**config.mk**
```make
export PLATFORM = sky130hd
export DESIGN_NAME = fhc_host
export DESIGN_NICKNAME = d
export VERILOG_FILES = /design/src/inc/fhc_pkg.sv /design/src/core/fhc_cycle.sv /design/src/core/fhc_host.sv
export VERILOG_INCLUDE_DIRS = /design/src /design/src/inc
export SDC_FILE = /design/constraint.sdc
export NUM_CORES = 1
export LEC_CHECK = 0
export BUFFER_PORTS_ARGS = -buffer_cell sky130_fd_sc_hd__buf_2
export CAP_MARGIN = 20
export CORE_ASPECT_RATIO = 0.75
export CORE_MARGIN = 2
export CORE_UTILIZATION = 52
export CTS_CLUSTER_DIAMETER = 150
export CTS_CLUSTER_SIZE = 14
export DETAILED_ROUTE_END_ITERATION = 10
export PLACE_DENSITY_LB_ADDON = 0.05
export SLEW_MARGIN = 20
export SYNTH_ARGS = -nofsm -noshare
export SYNTH_HDL_FRONTEND = slang
export SYNTH_SLANG_ARGS = --single-unit
```
**constraint.sdc**
```tcl
create_clock -name clock -period 2.2 [get_ports clock]
set_clock_uncertainty 0.2 [all_clocks]
set_input_delay 0.66 -clock clock [delete_from_list [all_inputs] [get_ports clock]]
set_output_delay 0.66 -clock clock [all_outputs]
set_load 0.1 [all_outputs]
```
**src/inc/fhc_defines.svh**
```systemverilog
// Functional notes
// Data is driven by the memory only while chip select and output gate are low.
// A write needs chip select and write strobe low with output gate high.
// Memory captures address when the later of write strobe or chip select falls.
// Memory captures data when the earlier of write strobe or chip select rises.
// Output gate and write strobe high leave the data pins floating.
// Chip select high with the controller idle puts the memory in standby.
// After idle bus time with steady address, memory enters pseudo-standby, still driving.
// High voltage on signature address bit with query bit low reads maker or part code.
// Identification codes are also readable after the auto-select instruction.
// Protect: high voltage on signature bit and output gate, strobe low, hold protect delay.
// Protect-verify read returns one for a protected block.
// Program or erase of a protected block is silently ignored.
// High voltage on reset pin temporarily unprotects all blocks.
// Protect every block first; unprotect with keys high, fixed long delay.
// Unprotect-verify read returns zero per block; host checks each block.
// After auto-select, query bit high and code bit low reads block protect status.
// Each instruction spans one to six bus cycles, leading ones are writes.
// Invalid command combinations make the memory return to array read.
// Host issues command writes in exact order, starting with the unlock pair. Suspend and resume go out as a single write with no unlock pair.
// Every instruction starts with two unlock writes; erase confirm repeats them. The host sends suspend and resume as one plain write with no unlock.
// While busy, the memory refuses new program or erase instructions.
// Unlock pair is common to all instructions; third cycle is the set-up command. The host sends suspend and resume without the unlock pair.
// Each high-voltage level is a separate qualifier output alongside the pin.
`ifndef FHC_DEFINES_SVH
`define FHC_DEFINES_SVH
`define FHC_CLK_NS          10
`define FHC_SETUP_NS        30
`define FHC_SETUP_CYC       ((`FHC_SETUP_NS + `FHC_CLK_NS - 1) / `FHC_CLK_NS)
`define FHC_STROBE_NS       50
`define FHC_STROBE_CYC      ((`FHC_STROBE_NS + `FHC_CLK_NS - 1) / `FHC_CLK_NS)
`define FHC_ACCESS_NS       100
`define FHC_ACCESS_CYC      ((`FHC_ACCESS_NS + `FHC_CLK_NS - 1) / `FHC_CLK_NS)
`define FHC_PROTECT_US      100
`define FHC_PROTECT_CYC     ((`FHC_PROTECT_US * 1000 + `FHC_CLK_NS - 1) / `FHC_CLK_NS)
`define FHC_UNPROTECT_MS    10
`define FHC_UNPROTECT_CYC   ((`FHC_UNPROTECT_MS * 1000000 + `FHC_CLK_NS - 1) / `FHC_CLK_NS)
`define FHC_UNLOCK1_ADDR    19'h05555
`define FHC_UNLOCK2_ADDR    19'h02AAA
`define FHC_UNLOCK1_DATA    8'hAA
`define FHC_UNLOCK2_DATA    8'h55
`define FHC_CMD_READ        8'hF0
`define FHC_CMD_AUTOSEL     8'h90
`define FHC_CMD_PROGRAM     8'hA0
`define FHC_CMD_ERASE_SETUP 8'h80
`define FHC_CMD_CHIP_CONF   8'h10
`define FHC_CMD_BLOCK_CONF  8'h30
`define FHC_CMD_SUSPEND     8'hB0
`define FHC_BIT_CODE_SEL    0
`define FHC_BIT_PROT_QUERY  1
`define FHC_BIT_VERIFY_KIND 6
`define FHC_BIT_SIG_EN      9
`define FHC_BIT_KEY_LO      12
`define FHC_BIT_KEY_HI      15
`define FHC_BLOCK_LSB       13
`endif

```
**src/inc/fhc_pkg.sv**
```systemverilog
`default_nettype none
package fhc_pkg;
   typedef enum logic [3:0] {
      FHC_OP_READ, FHC_OP_WRITE, FHC_OP_RESET_ARRAY, FHC_OP_AUTOSEL, FHC_OP_PROGRAM,
      FHC_OP_CHIP_ERASE, FHC_OP_BLOCK_ERASE, FHC_OP_SUSPEND, FHC_OP_RESUME,
      FHC_OP_SIG_READ, FHC_OP_PROTECT, FHC_OP_UNPROTECT, FHC_OP_PROT_VERIFY, FHC_OP_UNPROT_VERIFY
   } fhc_op_e;
   typedef logic [18:0] fhc_addr_t;
   typedef logic [7:0]  fhc_byte_t;
   typedef logic [23:0] fhc_cnt_t;
endpackage
`default_nettype wire

```
**src/core/fhc_cycle.sv**
```systemverilog
`include "fhc_defines.svh"
`default_nettype none
// one bus cycle on the memory pins: read or write, timed by cycle counts
module fhc_cycle
   import fhc_pkg::*;
(
   // clock and reset
   input  wire logic      clock,
   input  wire logic      sys_rst,
   // request
   input  wire logic      go,
   input  wire logic      is_write,
   input  wire logic      gate_hv,
   input  wire logic      select_hv,
   input  wire fhc_cnt_t  hold_cyc,
   output logic           done,
   // pin side
   output logic           chip_sel_n,
   output logic           out_gate_n,
   output logic           wr_strobe_n,
   output logic           chip_sel_hv,
   output logic           out_gate_hv,
   output logic           byte_lanes_oe,
   output logic           sample
);
   typedef enum logic [1:0] {FHC_C_IDLE, FHC_C_SETUP, FHC_C_ACT, FHC_C_END} fhc_cst_e;
   typedef struct packed {
      fhc_cst_e  st;
      logic      wr;
      logic      ghv;
      logic      shv;
      fhc_cnt_t  cnt;
      fhc_cnt_t  hold;
   } fhc_cyc_s;
   fhc_cyc_s s_r, s_nxt;

   // sequencing: setup, strobe active, release
   always_comb begin
      s_nxt = s_r;
      unique case (s_r.st)
         FHC_C_IDLE: begin
            if (go) begin
               s_nxt.st   = FHC_C_SETUP;
               s_nxt.wr   = is_write;
               s_nxt.ghv  = gate_hv;
               s_nxt.shv  = select_hv;
               s_nxt.hold = hold_cyc;
               s_nxt.cnt  = fhc_cnt_t'(`FHC_SETUP_CYC);
            end
         end
         FHC_C_SETUP: begin
            s_nxt.cnt = s_r.cnt - 24'h000001;
            if (s_r.cnt == 24'h000001) begin
               s_nxt.st  = FHC_C_ACT;
               s_nxt.cnt = s_r.hold;
            end
         end
         FHC_C_ACT: begin
            s_nxt.cnt = s_r.cnt - 24'h000001;
            if (s_r.cnt == 24'h000001) begin
               s_nxt.st = FHC_C_END;
            end
         end
         FHC_C_END: s_nxt.st = FHC_C_IDLE;
      endcase
   end

   always_ff @(posedge clock) begin
      if (sys_rst) begin
         s_r <= '{st: FHC_C_IDLE, wr: 1'b0, ghv: 1'b0, shv: 1'b0, cnt: 24'h000000, hold: 24'h000001};
      end else begin
         s_r <= s_nxt;
      end
   end

   // chip select low over setup, active and end; strobe only within it so address
   // latches on strobe fall and data on strobe rise
   assign chip_sel_n    = (s_r.st == FHC_C_IDLE);
   assign wr_strobe_n   = !(s_r.wr && s_r.st == FHC_C_ACT);
   assign out_gate_n    = s_r.wr ? 1'b1 : !(s_r.st == FHC_C_ACT);
   assign out_gate_hv   = s_r.ghv && s_r.st != FHC_C_IDLE;
   assign chip_sel_hv   = s_r.shv && s_r.st != FHC_C_IDLE;
   assign byte_lanes_oe = s_r.wr && s_r.st != FHC_C_IDLE && !s_r.ghv;
   assign sample        = !s_r.wr && s_r.st == FHC_C_ACT && s_r.cnt == 24'h000001;
   assign done          = s_r.st == FHC_C_END;

   a_write_gate_high: assert property (@(posedge clock) disable iff (sys_rst)
      !wr_strobe_n |-> out_gate_n && !chip_sel_n)
      else $error("write strobe low while gate low or chip deselected");
   a_read_both_low: assert property (@(posedge clock) disable iff (sys_rst)
      sample |-> !out_gate_n && !chip_sel_n && $past(!out_gate_n))
      else $error("read sampled without select and gate");
endmodule
`default_nettype wire

```
**src/core/fhc_host.sv**
```systemverilog
`include "fhc_defines.svh"
`default_nettype none
// host controller: turns user operations into pin sequences for the flash
module fhc_host
   import fhc_pkg::*;
#(
   parameter fhc_cnt_t PROTECT_CYC   = fhc_cnt_t'(`FHC_PROTECT_CYC),
   parameter fhc_cnt_t UNPROTECT_CYC = fhc_cnt_t'(`FHC_UNPROTECT_CYC)
)
(
   // clock and reset
   input  wire logic      clock,
   input  wire logic      sys_rst,
   // user request
   input  wire logic      req_valid,
   output logic           req_ready,
   input  wire fhc_op_e   req_op,
   input  wire fhc_addr_t req_addr,
   input  wire fhc_byte_t req_data,
   input  wire logic      temp_unprotect,
   // user answer
   output logic           rsp_valid,
   output fhc_byte_t      rsp_data,
   output logic           busy,
   // memory pins
   output fhc_addr_t      addr,
   output logic           chip_sel_n,
   output logic           out_gate_n,
   output logic           wr_strobe_n,
   output fhc_byte_t      byte_lanes_o,
   output logic           byte_lanes_oe,
   input  wire fhc_byte_t byte_lanes_i,
   output logic           reset_unprotect_n,
   input  wire logic      busy_indicator_n,
   // high-voltage qualifiers
   output logic           sig_addr_hv,
   output logic           out_gate_hv,
   output logic           chip_sel_hv,
   output logic           reset_hv
);
   typedef enum logic [1:0] {FHC_H_IDLE, FHC_H_ISSUE, FHC_H_WAIT, FHC_H_DONE} fhc_hst_e;
   typedef struct packed {
      fhc_hst_e  st;
      fhc_op_e   op;
      logic [2:0] step;
      logic [2:0] nsteps;
      fhc_addr_t uaddr;
      fhc_byte_t udata;
      fhc_addr_t a;
      fhc_byte_t d;
      logic      wr;
      logic      hv_sig;
      logic      hv_gate;
      logic      hv_sel;
      fhc_cnt_t  hold;
      fhc_byte_t rd;
      logic      rvalid;
      logic [2:0] rb_sync;
      logic      busy_q;
   } fhc_host_s;
   fhc_host_s s_r, s_nxt;
   logic cyc_done;
   logic cyc_sample;

   // number of bus cycles an operation takes, reads included
   function automatic logic [2:0] op_len(input fhc_op_e op);
      unique case (op)
         FHC_OP_RESET_ARRAY, FHC_OP_AUTOSEL:  op_len = 3'd3;
         FHC_OP_PROGRAM:                      op_len = 3'd4;
         FHC_OP_CHIP_ERASE, FHC_OP_BLOCK_ERASE: op_len = 3'd6;
         default:                             op_len = 3'd1;
      endcase
   endfunction

   // address, data and kind of one step of the unlocked command sequence
   function automatic logic [27:0] cmd_step(input fhc_op_e op, input logic [2:0] st,
                                            input fhc_addr_t ua, input fhc_byte_t ud);
      fhc_byte_t setup;
      setup = `FHC_CMD_READ;
      if (op == FHC_OP_AUTOSEL) setup = `FHC_CMD_AUTOSEL;
      if (op == FHC_OP_PROGRAM) setup = `FHC_CMD_PROGRAM;
      if (op == FHC_OP_CHIP_ERASE || op == FHC_OP_BLOCK_ERASE) setup = `FHC_CMD_ERASE_SETUP;
      unique case (st)
         3'd0, 3'd3: cmd_step = {1'b1, `FHC_UNLOCK1_ADDR, `FHC_UNLOCK1_DATA};
         3'd1, 3'd4: cmd_step = {1'b1, `FHC_UNLOCK2_ADDR, `FHC_UNLOCK2_DATA};
         3'd2:       cmd_step = {1'b1, `FHC_UNLOCK1_ADDR, setup};
         default:    cmd_step = {1'b1, ua, (op == FHC_OP_CHIP_ERASE) ? `FHC_CMD_CHIP_CONF
                                           : `FHC_CMD_BLOCK_CONF};
      endcase
      // program puts address and data on the fourth cycle
      if (op == FHC_OP_PROGRAM && st == 3'd3) cmd_step = {1'b1, ua, ud};
   endfunction

   // builds the pin settings for the current step
   always_comb begin
      logic [27:0] cs;
      fhc_addr_t   va;
      cs    = cmd_step(s_r.op, s_r.step, s_r.uaddr, s_r.udata);
      va    = s_r.uaddr;
      s_nxt = s_r;
      s_nxt.rvalid  = 1'b0;
      s_nxt.rb_sync = {s_r.rb_sync[1:0], busy_indicator_n};
      // a level change counts only once the last two stages agree
      if (s_r.rb_sync[2] == s_r.rb_sync[1]) begin
         s_nxt.busy_q = !s_r.rb_sync[1];
      end
      unique case (s_r.st)
         FHC_H_IDLE: begin
            if (req_valid) begin
               s_nxt.op     = req_op;
               s_nxt.uaddr  = req_addr;
               s_nxt.udata  = req_data;
               s_nxt.step   = 3'd0;
               s_nxt.nsteps = op_len(req_op);
               s_nxt.st     = FHC_H_ISSUE;
            end
         end
         FHC_H_ISSUE: begin
            s_nxt.hv_sig  = 1'b0;
            s_nxt.hv_gate = 1'b0;
            s_nxt.hv_sel  = 1'b0;
            s_nxt.hold    = fhc_cnt_t'(`FHC_STROBE_CYC);
            s_nxt.a       = cs[26:8];
            s_nxt.d       = cs[7:0];
            s_nxt.wr      = cs[27];
            unique case (s_r.op)
               FHC_OP_READ: begin
                  s_nxt.wr   = 1'b0;
                  s_nxt.a    = va;
                  s_nxt.hold = fhc_cnt_t'(`FHC_ACCESS_CYC);
               end
               FHC_OP_WRITE, FHC_OP_SUSPEND, FHC_OP_RESUME: begin
                  s_nxt.a = va;
                  s_nxt.d = (s_r.op == FHC_OP_SUSPEND) ? `FHC_CMD_SUSPEND
                          : (s_r.op == FHC_OP_RESUME) ? `FHC_CMD_BLOCK_CONF : s_r.udata;
               end
               FHC_OP_SIG_READ: begin
                  s_nxt.wr     = 1'b0;
                  s_nxt.hv_sig = 1'b1;
                  s_nxt.a      = va;
                  s_nxt.a[`FHC_BIT_PROT_QUERY] = 1'b0;
                  s_nxt.hold   = fhc_cnt_t'(`FHC_ACCESS_CYC);
               end
               FHC_OP_PROTECT: begin
                  s_nxt.wr      = 1'b1;
                  s_nxt.hv_sig  = 1'b1;
                  s_nxt.hv_gate = 1'b1;
                  s_nxt.a       = va;
                  s_nxt.hold    = PROTECT_CYC;
               end
               FHC_OP_UNPROTECT: begin
                  s_nxt.wr      = 1'b1;
                  s_nxt.hv_sig  = 1'b1;
                  s_nxt.hv_gate = 1'b1;
                  s_nxt.hv_sel  = 1'b1;
                  s_nxt.a       = va;
                  s_nxt.a[`FHC_BIT_KEY_LO] = 1'b1;
                  s_nxt.a[`FHC_BIT_KEY_HI] = 1'b1;
                  s_nxt.hold    = UNPROTECT_CYC;
               end
               FHC_OP_PROT_VERIFY, FHC_OP_UNPROT_VERIFY: begin
                  s_nxt.wr     = 1'b0;
                  s_nxt.hv_sig = 1'b1;
                  s_nxt.a      = va;
                  s_nxt.a[`FHC_BIT_CODE_SEL]    = 1'b0;
                  s_nxt.a[`FHC_BIT_PROT_QUERY]  = 1'b1;
                  s_nxt.a[`FHC_BIT_VERIFY_KIND] = (s_r.op == FHC_OP_UNPROT_VERIFY);
                  s_nxt.hold   = fhc_cnt_t'(`FHC_ACCESS_CYC);
               end
               default: ;
            endcase
            s_nxt.st = FHC_H_WAIT;
         end
         FHC_H_WAIT: begin
            if (cyc_sample) begin
               s_nxt.rd = byte_lanes_i;
            end
            if (cyc_done) begin
               s_nxt.step = s_r.step + 3'd1;
               s_nxt.st   = (s_r.step + 3'd1 >= s_r.nsteps) ? FHC_H_DONE : FHC_H_ISSUE;
            end
         end
         FHC_H_DONE: begin
            s_nxt.rvalid = 1'b1;
            s_nxt.st     = FHC_H_IDLE;
         end
      endcase
   end

   always_ff @(posedge clock) begin
      if (sys_rst) begin
         s_r <= '0;
      end else begin
         s_r <= s_nxt;
      end
   end

   fhc_cycle u_cycle (
      .clock         (clock),
      .sys_rst       (sys_rst),
      .go            (s_r.st == FHC_H_ISSUE),
      .is_write      (s_nxt.wr),
      .gate_hv       (s_nxt.hv_gate),
      .select_hv     (s_nxt.hv_sel),
      .hold_cyc      (s_nxt.hold),
      .done          (cyc_done),
      .chip_sel_n    (chip_sel_n),
      .out_gate_n    (out_gate_n),
      .wr_strobe_n   (wr_strobe_n),
      .chip_sel_hv   (chip_sel_hv),
      .out_gate_hv   (out_gate_hv),
      .byte_lanes_oe (byte_lanes_oe),
      .sample        (cyc_sample)
   );

   // pins come from registers; qualifiers held only while a cycle is underway, except reset_hv, which follows temp_unprotect
   assign addr              = s_r.a;
   assign byte_lanes_o      = s_r.d;
   assign sig_addr_hv       = s_r.hv_sig && s_r.st == FHC_H_WAIT;
   assign reset_unprotect_n = 1'b1;
   assign reset_hv          = temp_unprotect;
   assign req_ready         = s_r.st == FHC_H_IDLE;
   assign rsp_valid         = s_r.rvalid;
   assign rsp_data          = s_r.rd;
   assign busy              = s_r.busy_q;

   a_unlock_first: assert property (@(posedge clock) disable iff (sys_rst)
      $fell(wr_strobe_n) && s_r.step == 3'd0 && s_r.op == FHC_OP_PROGRAM
      |-> addr == `FHC_UNLOCK1_ADDR && byte_lanes_o == `FHC_UNLOCK1_DATA)
      else $error("first command write is not the unlock code");
   a_hv_sig_read: assert property (@(posedge clock) disable iff (sys_rst)
      !out_gate_n && s_r.op == FHC_OP_SIG_READ |-> sig_addr_hv && !addr[`FHC_BIT_PROT_QUERY])
      else $error("signature read without high voltage qualifier");
   a_protect_gate: assert property (@(posedge clock) disable iff (sys_rst)
      !wr_strobe_n && s_r.op == FHC_OP_PROTECT |-> out_gate_hv && sig_addr_hv)
      else $error("protect strobe without high voltage gate");
   a_unprotect_keys: assert property (@(posedge clock) disable iff (sys_rst)
      !wr_strobe_n && s_r.op == FHC_OP_UNPROTECT
      |-> chip_sel_hv && out_gate_hv && addr[`FHC_BIT_KEY_LO] && addr[`FHC_BIT_KEY_HI])
      else $error("unprotect strobe without keys or high voltage select");
endmodule
`default_nettype wire

```
# Word level (Yosys, flattened, before mapping)
# Cells that the tools add are included.
dict set report word_totals {
  reg_bits 160
  latchBits 0
  ramBits 0
  romBits 0
  in_bits 44
  output_inout_bits 47
  wordCells 130
  mem_count 0
}
dict set report classes {
  n_addsub 2
  multipliers 0
  n_div 0
  order_cmp 1
  n_eq_ne 34
  shift 0
  n_mux 31
  bitwise 0
  reduce_logical 39
}
# op count
set op_table {}
lappend op_table {{$pmux W27 S3} 1}
lappend op_table {{$pmux W19 S4} 1}
lappend op_table {{$pmux W24 S3} 1}
lappend op_table {{$pmux W20 S3} 1}
lappend op_table {{$mux W28} 2}
lappend op_table {{$mux W53} 1}
lappend op_table {{$mux W8} 5}
lappend op_table {{$mux W39} 1}
lappend op_table {{$eq A4 B3 Y1 const B} 7}
lappend op_table {{$eq A24 B1 Y1 const B} 1}
lappend op_table {{$eq A4 B4 Y1 const B} 6}
lappend op_table {{$mux W24} 1}
lappend op_table {{$sub A24 B1 Y24 const B} 1}
lappend op_table {{$pmux W2 S4} 2}
lappend op_table {{$eq A4 B2 Y1 const B} 3}
lappend op_table {{$reduce_or A2 Y1} 6}
lappend op_table {{$reduce_and A2 Y1} 5}
lappend op_table {{$reduce_or A5 Y1} 2}
lappend op_table {{$logic_and A1 B1 Y1} 9}
lappend op_table {{$pmux W3 S3} 1}
lappend op_table {{$eq A2 B2 Y1 const B} 4}
lappend op_table {{$mux W2} 4}
lappend op_table {{$mux W7} 1}
lappend op_table {{$eq A3 B2 Y1 const B} 2}
lappend op_table {{24 further kinds} 39}

# Longest topological paths before layout
# Gate-level depths: netlist of run 1.
dict set report depth {
  word_depth 10
  mapped_depth 9
  ltp_nobuf 7
}

# Cells and area by module
# Synthesis of run 1 repeated with hierarchy kept, for this count alone.
dict set report hier_totals {
  hier_cells 965
  hier_area_um2 7759.9
}
# mod instances cells_each area_per_inst_um2 seq_area_each_um2
set modules_own_cells {}
lappend modules_own_cells {fhc_host 1 573 4795.8 2142.1}
lappend modules_own_cells {fhc_cycle 1 392 2964.1 1061.0}

# Worst setup path after synthesis of run 1
# No wires, ideal clock.
dict set report synth_timing {
  path_type {reg2out}
  start {reg u_cycle.s_r[51] (netlist bit)}
  end {out byte_lanes_oe}
  t_arrival_ns 3.528
  required_time_ns 1.340
  setup_slack_ns -2.188
  path_stages_with_launch 5
  n_path_buf 1
  path_cell_list {dfxtp_1 inv_1 ha_1 buf_2 nor3b_1}
}
dict set report synth_between {
  elab_chain_len 3
}
# element line
set synth_rtl {}
lappend synth_rtl {{start: declaration} fhc_cycle.sv:35} ;# fhc_cyc_s s_r, s_nxt;
lappend synth_rtl {{start signal: assignment} fhc_cycle.sv:70} ;# s_r <= '{st: FHC_C_IDLE, wr: 1'b0, ghv: 1'b0, shv: 1'b0, cnt: 24'h000000, hold: 24'h000001};
lappend synth_rtl {{start signal: assignment} fhc_cycle.sv:72} ;# s_r <= s_nxt;
lappend synth_rtl {{$reduce_bool A2 Y1} fhc_cycle.sv:83} ;# assign byte_lanes_oe = s_r.wr && s_r.st != FHC_C_IDLE && !s_r.ghv;
lappend synth_rtl {{$logic_and A1 B1 Y1 (2 in series)} fhc_cycle.sv:83}
lappend synth_rtl {{end: declaration} fhc_host.sv:31} ;# output logic byte_lanes_oe,
# Every way passes these cells.

# Worst setup path in the final report of run 1
dict set report layout_timing {
  start {reg u_cycle.s_r[52] (netlist bit)}
  end {out byte_lanes_oe}
}
# Same word-level chain as after synthesis.

==> summary.md, run 1 <==
| Metric | Value |
|---|---|
| CTS tree | yes |
| Slew Viols, Final | 0 |
| Endpoints failing setup | 11 |
| Ys async rst share | 0% |
| Die W | roughly 140 um |
| Hold path depth | 2 |
| Clk Latency, worst-skew pair | 0.42 ns |
| Hold_buf cts | 0 |
| Sequential-to-total area share from yosys stat | 38.5% |
| Inserted Diodes | 0 |
| IO Count | 91 |
| EDFF count, synth | 0 |
| Avg Inst Size Synth | between 8 and 9 um2 |
| Max Cap Viol | 0 |
| Mapped Nets | 911 |
| CTS max path bufs | 2 |
| Largest net degree at the start of global routing | 40 |
| Period minus WS final | 2.39 ns |
| Yosys cell types | 81 |
| WHS Endpoint | s_r[80] |
| Routed wl met2 | 8570 um |
| Worst Path Max Fanout | 6 |
| Worst EP required | around 1.3 ns |
| Top Layer Used | met4 |
| Layout Nets | 1034 |
| H-tree Lvls | 4 |
| Worst hold start | s_r[80] |
| Core Util, Final | 69.6% |
| DR vias/cell | 5.79 |
| 1st-iter DRT viols | 622 |
| Crit path capture type | primary output |
| Row cnt | 36 |
| WP data arrival | 1.53 ns |
| Initial Utilization | between 50% and 60% |
| Pwr per Cell Area | 1090 nW/um2 |
| CP Launch Type | register |
| Worst r2r path cells | 11 |
| Violated checks | negative setup slack |
| Dominant cells by area after synthesis | dfxtp_1, nand2_1, a21oi_1, buf_4, nor2_1 |
| CTS buffer count | 17 |
| Worst slew pin tran | approximately 0.6 ns |
| Period utilization | 109% |
| Pre-CTS setup slack | -0.0863 ns |
| ANT nets after route | 0 |
| Met1 wire length | 9790 um |
| Dpl cells | roughly 1100 |
| WL final | 20500 um |
| Final GP Congestion | 0.944 |
| Die Y | roughly 100 um |
| DR pass1 iterations | 4 |
| Hold_ws | 0.254 ns |
| Global-route wire length before repair | about 32000 um |
| Initial antenna violation count | 0 |
| YS warnings | 0 |
| Die footprint | between 10000 and 15000 um2 |
| Leakage | 3.85 nW |
| Post-Syn Area | ~7000 um2 |
| Avg WL per Cell | 17.7 um |
| Fmax | between 400 and 500 MHz |
| Share of the synthesized area in the top cell type | 38.5% |
| Dominant cell by count in the synthesized netlist | nand2_1 |
| GRT overflow | 0 |
| CTS root buf | clkbuf_16 |
| Post-synth top area cell | dfxtp_1 |
| Unrepaired setup endpoints after global routing | true |
| Final Power | between 9 and 10 mW |
| DP Area | between 7000 and 8000 um2 |
| Synth top cells by count | nand2_1, dfxtp_1, a21oi_1 |
| CP Class | register to primary output |
| Overall Global Routing Usage | 28.7% |
| Met3 Wirelength | around 1900 um |
| Core Area | between 10000 and 15000 um2 |
| Fin. Hold Viols | 0 |
| # DRC | 0 |
| Share of layout cells above drive strength 1 | 31.9% |
| Design area | between 9000 and 10000 um2 |
| Worst reg2reg startpoint | u_cycle.s_r[52] |
| Seq cells post-synth | 133 |
| Mapped Cells | 852 |
| Buffers on Ports | 87 |
| Via Count | 6704 |
| Reg2reg setup slack | -0.04 ns |
| RR Endpoint | u_cycle.s_r[42] |
| Clk sinks | 133 |
| Status | finished with violations |
| Top_reg_cell synth | dfxtp_1 |
| Hold crit path type | register to register |
| Dpl hpwl | 14100 um |
| Slew headroom | 58.7% |
| Vias in the first global route | 6236 |
| Clock-pin slew on the worst setup and hold paths | 0.06 ns |
| VDD IR-drop max | 0.802 mV |
| Final worst slack | -0.193 ns |
| Layout Area Growth over Synthesis | 30.6% |
| Post-Route Setup TNS | -0.704 ns |
| Final cell count without fillers | 1158 |
==> kinds of logic (layout without fill, tap and decap cells) <==
kind of cell | count (synthesis) | after routing | synth area share [%]
DFF | 133 | 133 | 38.5
other | 1 | 1 | 0.0543
muxes | 15 | 15 | 2.19
AOI/OAI and AO/OA | 233 | 233 | 22.2
xor gates and xnor gates | 11 | 11 | 1.39
buffers and inverters | 117 | 252 | 8.78
and+or+nand+nor | 327 | 327 | 24.1
adders and majority gates | 15 | 15 | 2.72
==> sequential cells by signal, summed over array words and instances (netlist names) <==
| signal | flops |
|---|---|
| busy | 1 |
| rsp_valid | 1 |
| s_nxt | 2 |
| s_r | 41 |
| u_cycle.s_r | 53 |
| rsp_data | 8 |
| addr | 19 |
| byte_lanes_o | 8 |
==> layout by cell type, fill, tap and decap left out, drive strengths merged, types with 8 or more instances in the layout <==
master and count:
buf 200, nand2 138, dfxtp 133, a21oi 79
nor2 70, o21ai 34, inv 22, clkbuf 18
nand3 17, a211oi 16, nor2b 15, ha 15
mux2i 14, a31oi 14, and2 13, nor4 12
nor3 11, nand2b 9, o31ai 9, a311oi 9
o211ai 8
==> critical path: stages, from the launching register on <==
cell and delay [ns]:
dfxtp_2 0.35, inv_2 0.06, ha_4 0.19, nor3b_4 0.30, buf_12 0.22
==> power by group <==
part	switching (mW)	internal [mW]
Combinational	2.34	1.66
Clock	1.08	2.00
Sequential	0.155	2.57
==> per-layer routing <==
metal	vias up	global-route usage (%)
met5	-	0
met4	0	8.10
met3	16	10.2
met2	277	39.4
met1	3174	42.2
li1	3237	-
==> timing repair <==
action / in CTS / in global routing
setup endpoints to repair: 16 / 51
pin swaps: 3 / 15
cloned: 0 / 1
endpoints found under the hold margin: 0 / 0
setup buffers: 8 / 15
gates resized for setup: 18 / 49
==> cell type report <==
class / count / area (um2)
Inverter: 21 / 78.8
Timing Repair Buffer: 200 / 1470
Sequential cell: 133 / 2680
Tap cell: 171 / 214
Clock buffer: 18 / 429
Clock inverter: 13 / 206
Fill cell: 998 / 3950
Multi-Input combinational cell: 602 / 3940
==> worst max path at each step <==
stage	start	end	slack, ns	cells after the start
after floorplan	u_cycle.s_r[51]	byte_lanes_oe	-0.34	4
after global placement	u_cycle.s_r[24]	u_cycle.s_r[39]	0.002	6
after detailed placement	u_cycle.s_r[25]	u_cycle.s_r[42]	-0.09	6
after CTS	u_cycle.s_r[52]	byte_lanes_oe	-0.18	4
after global routing	u_cycle.s_r[52]	byte_lanes_oe	-0.24	4
final	u_cycle.s_r[52]	byte_lanes_oe	-0.19	4
No activity file was read; power rests on OpenSTA's default activity.
==> inputs of run 2 (changes only) <==
CORE_UTILIZATION = 50   (was 52)
==> run 2 against run 1 <==
Against the previous run:
- the run still ends with negative setup slack left
- sequential power about the same
- first-iteration DRC count is 3.5% lower
- clock-buffer cell count grew 2
- largest cell class unchanged
- non-clock buffer count fell by 15
- combinational power down 5%
- die area is 3.9% higher
- utilization shrank 4.6 points
- clock power shrank 9.7%
- register-to-register slack gained 0.06 ns
- highest routed layer unchanged
- setup slack gained 0.069 ns
==> summary.md, run 2 (synthesis results as in run 1) <==
| Metric | Value |
|---|---|
| ANT nets after route | 0 |
| RR Endpoint | u_cycle.s_r[47] |
| Vias in the first global route | 6184 |
| Post-Route Setup TNS | -0.529 ns |
| GRT overflow | 0 |
| Unrepaired setup endpoints after global routing | true |
| # DRC | 0 |
| Final Power | 9.30 mW |
| Status | finished with violations |
| 1st-iter DRT viols | 600 |
| CTS buffer count | 17 |
| CP max stage delay | 0.35 ns |
| Setup crit start | u_cycle.s_r[52] |
| Global-route wire length before repair | 31600 um |
| CTS tree | yes |
| Slew Viols, Final | 0 |
| Pre-CTS setup slack | -0.0898 ns |
| Commonest non-fill, non-tap cell in the layout | nand2_1 |
| WL final | approximately 20000 um |
| WHS Endpoint | addr[0] |
| CP Launch Type | register |
| Period utilization | 106% |
| CTS root buf | clkbuf_16 |
| Core Util, Final | around 65% |
| Inserted Diodes | 0 |
| IO Count | slightly above 90 |
| Worst r2r path cells | 7 |
| Crit path capture type | primary output |
| H-tree Lvls | 4 |
| Die footprint | around 15000 um2 |
| Buffers on Ports | 87 |
| Crit path max-delay cell type | dfxtp_2 |
| DR pass1 iterations | 7 |
| Hold path depth | 2 |
| DR vias/cell | 5.79 |
| Dpl hpwl | 14100 um |
| Clk Latency, worst-skew pair | around 0.43 ns |
| Period minus WS final | 2.32 ns |
| DP Area | 7900 um2 |
| Final GP Congestion | 0.927 |
| Clock-pin slew on the worst setup and hold paths | 0.06 ns |
| Via Count | 6640 |
| Fmax | between 400 and 500 MHz |
| Leakage | roughly 3.8 nW |
| Worst Path Max Fanout | 4 |
| Violated checks | negative setup slack |
| Number of flip-flops under the largest register name | 53 |
| CTS max path bufs | 2 |
| Die W | 140 um |
| Most frequent cells in the layout | nand2_1, dfxtp_1, buf_4, buf_2, a21oi_1 |
| Worst EP required | 1.34 ns |
| Overall Global Routing Usage | 27.0% |
| Initial antenna violation count | 0 |
| Final worst slack | -0.124 ns |
| CP Class | register to primary output |
| Fill cells | approximately 1200 |
| Slew headroom | 52.5% |
| Row cnt | 37 |
| Endpoints failing setup | 6 |
| Design area | 8830 um2 |
| Hold_buf cts | 0 |
| WP data arrival | roughly 1.5 ns |
| Clk sinks | 133 |
| Avg WL per Cell | between 15 and 20 um |
| VDD IR-drop max | roughly 1.1 mV |
| Worst hold start | s_r[76] |
| Layout Area Growth over Synthesis | 27.9% |
| Reg2reg setup slack | 0.02 ns |
| Core Area | 13600 um2 |
| Initial Utilization | 50.8% |
| Largest net degree at the start of global routing | 64 |
| Hold crit path type | register to register |
| Critical path cell sequence | inv_2 > ha_4 > nor3b_4 > buf_12 |
| Worst slew pin tran | 0.695 ns |
| Share of layout cells above drive strength 1 | between 20% and 30% |
| Worst reg2reg startpoint | u_cycle.s_r[25] |
| Die Y | 106 um |
| Pwr per Cell Area | around 1100 nW/um2 |
| Layout Nets | 1019 |
| Max Cap Viol | 0 |
| Top reg by flops | u_cycle.s_r |
| Fin. Hold Viols | 0 |
-- run 2: layer usage --
metal	GRT usage [%]	wire length, um	part of all wire (%)	vias to the layer above
met4	8.43	278	1.4	0
met3	7.50	1560	7.8	25
met1	39.8	9780	49	3170
met2	37.8	8290	42	252
li1	-	-	-	3193
met5	0	0	0	-
-- run 2: layout make-up --
| type | count | area, um2 | share of cell area (%) |
|---|---|---|---|
| clock inverters | 11 | 128 | 1.44 |
| well taps | 175 | 219 | 2.48 |
| repair buffers | 185 | 1370 | 15.5 |
| flip-flops and latches | 133 | 2680 | 30.4 |
| inverters | 21 | 83.8 | 0.949 |
| multi-input cells | 602 | 3910 | 44.2 |
| clock buffers | 20 | 447 | 5.06 |
-- run 2: worst max-delay path, delay by kind of cell (launching register included) --
family,cells,cell delay [ns]
buffers and inverters,2,0.26
adders and majority gates,1,0.18
DFF,1,0.35
and+or+nand+nor,1,0.24
-- run 2: timing repair --
action,CTS,global route
setup buffers,5,11
setup endpoints to repair,16,47
pin swaps,2,22
gates resized for setup,11,45
-- run 2: worst max path at each step --
stage | cells after the start | endpoint | slack (ns)
global placement | 7 | u_cycle.s_r[36] | -0.02
finish | 4 | byte_lanes_oe | -0.12
CTS | 4 | byte_lanes_oe | -0.14
floorplan | 4 | byte_lanes_oe | -0.34
global route | 4 | byte_lanes_oe | -0.18
detailed placement | 7 | u_cycle.s_r[36] | -0.09
-- run 2: power by group --
| part | switching, mW | internal, mW |
|---|---|---|
| sequential | 0.146 | 2.57 |
| clock | 1.09 | 1.70 |
| combinational | 2.25 | 1.54 |
-- run 2: stage by stage --
| step | hold slack (ns) | instances |
|---|---|---|
| global route | 0.257 | 1147 |
| finish | 0.252 | 1147 |
| detailed placement | 0.224 | 1101 |
| CTS | 0.238 | 1137 |
| global placement | 0.236 | 1101 |
| floorplan | 0.214 | 852 |
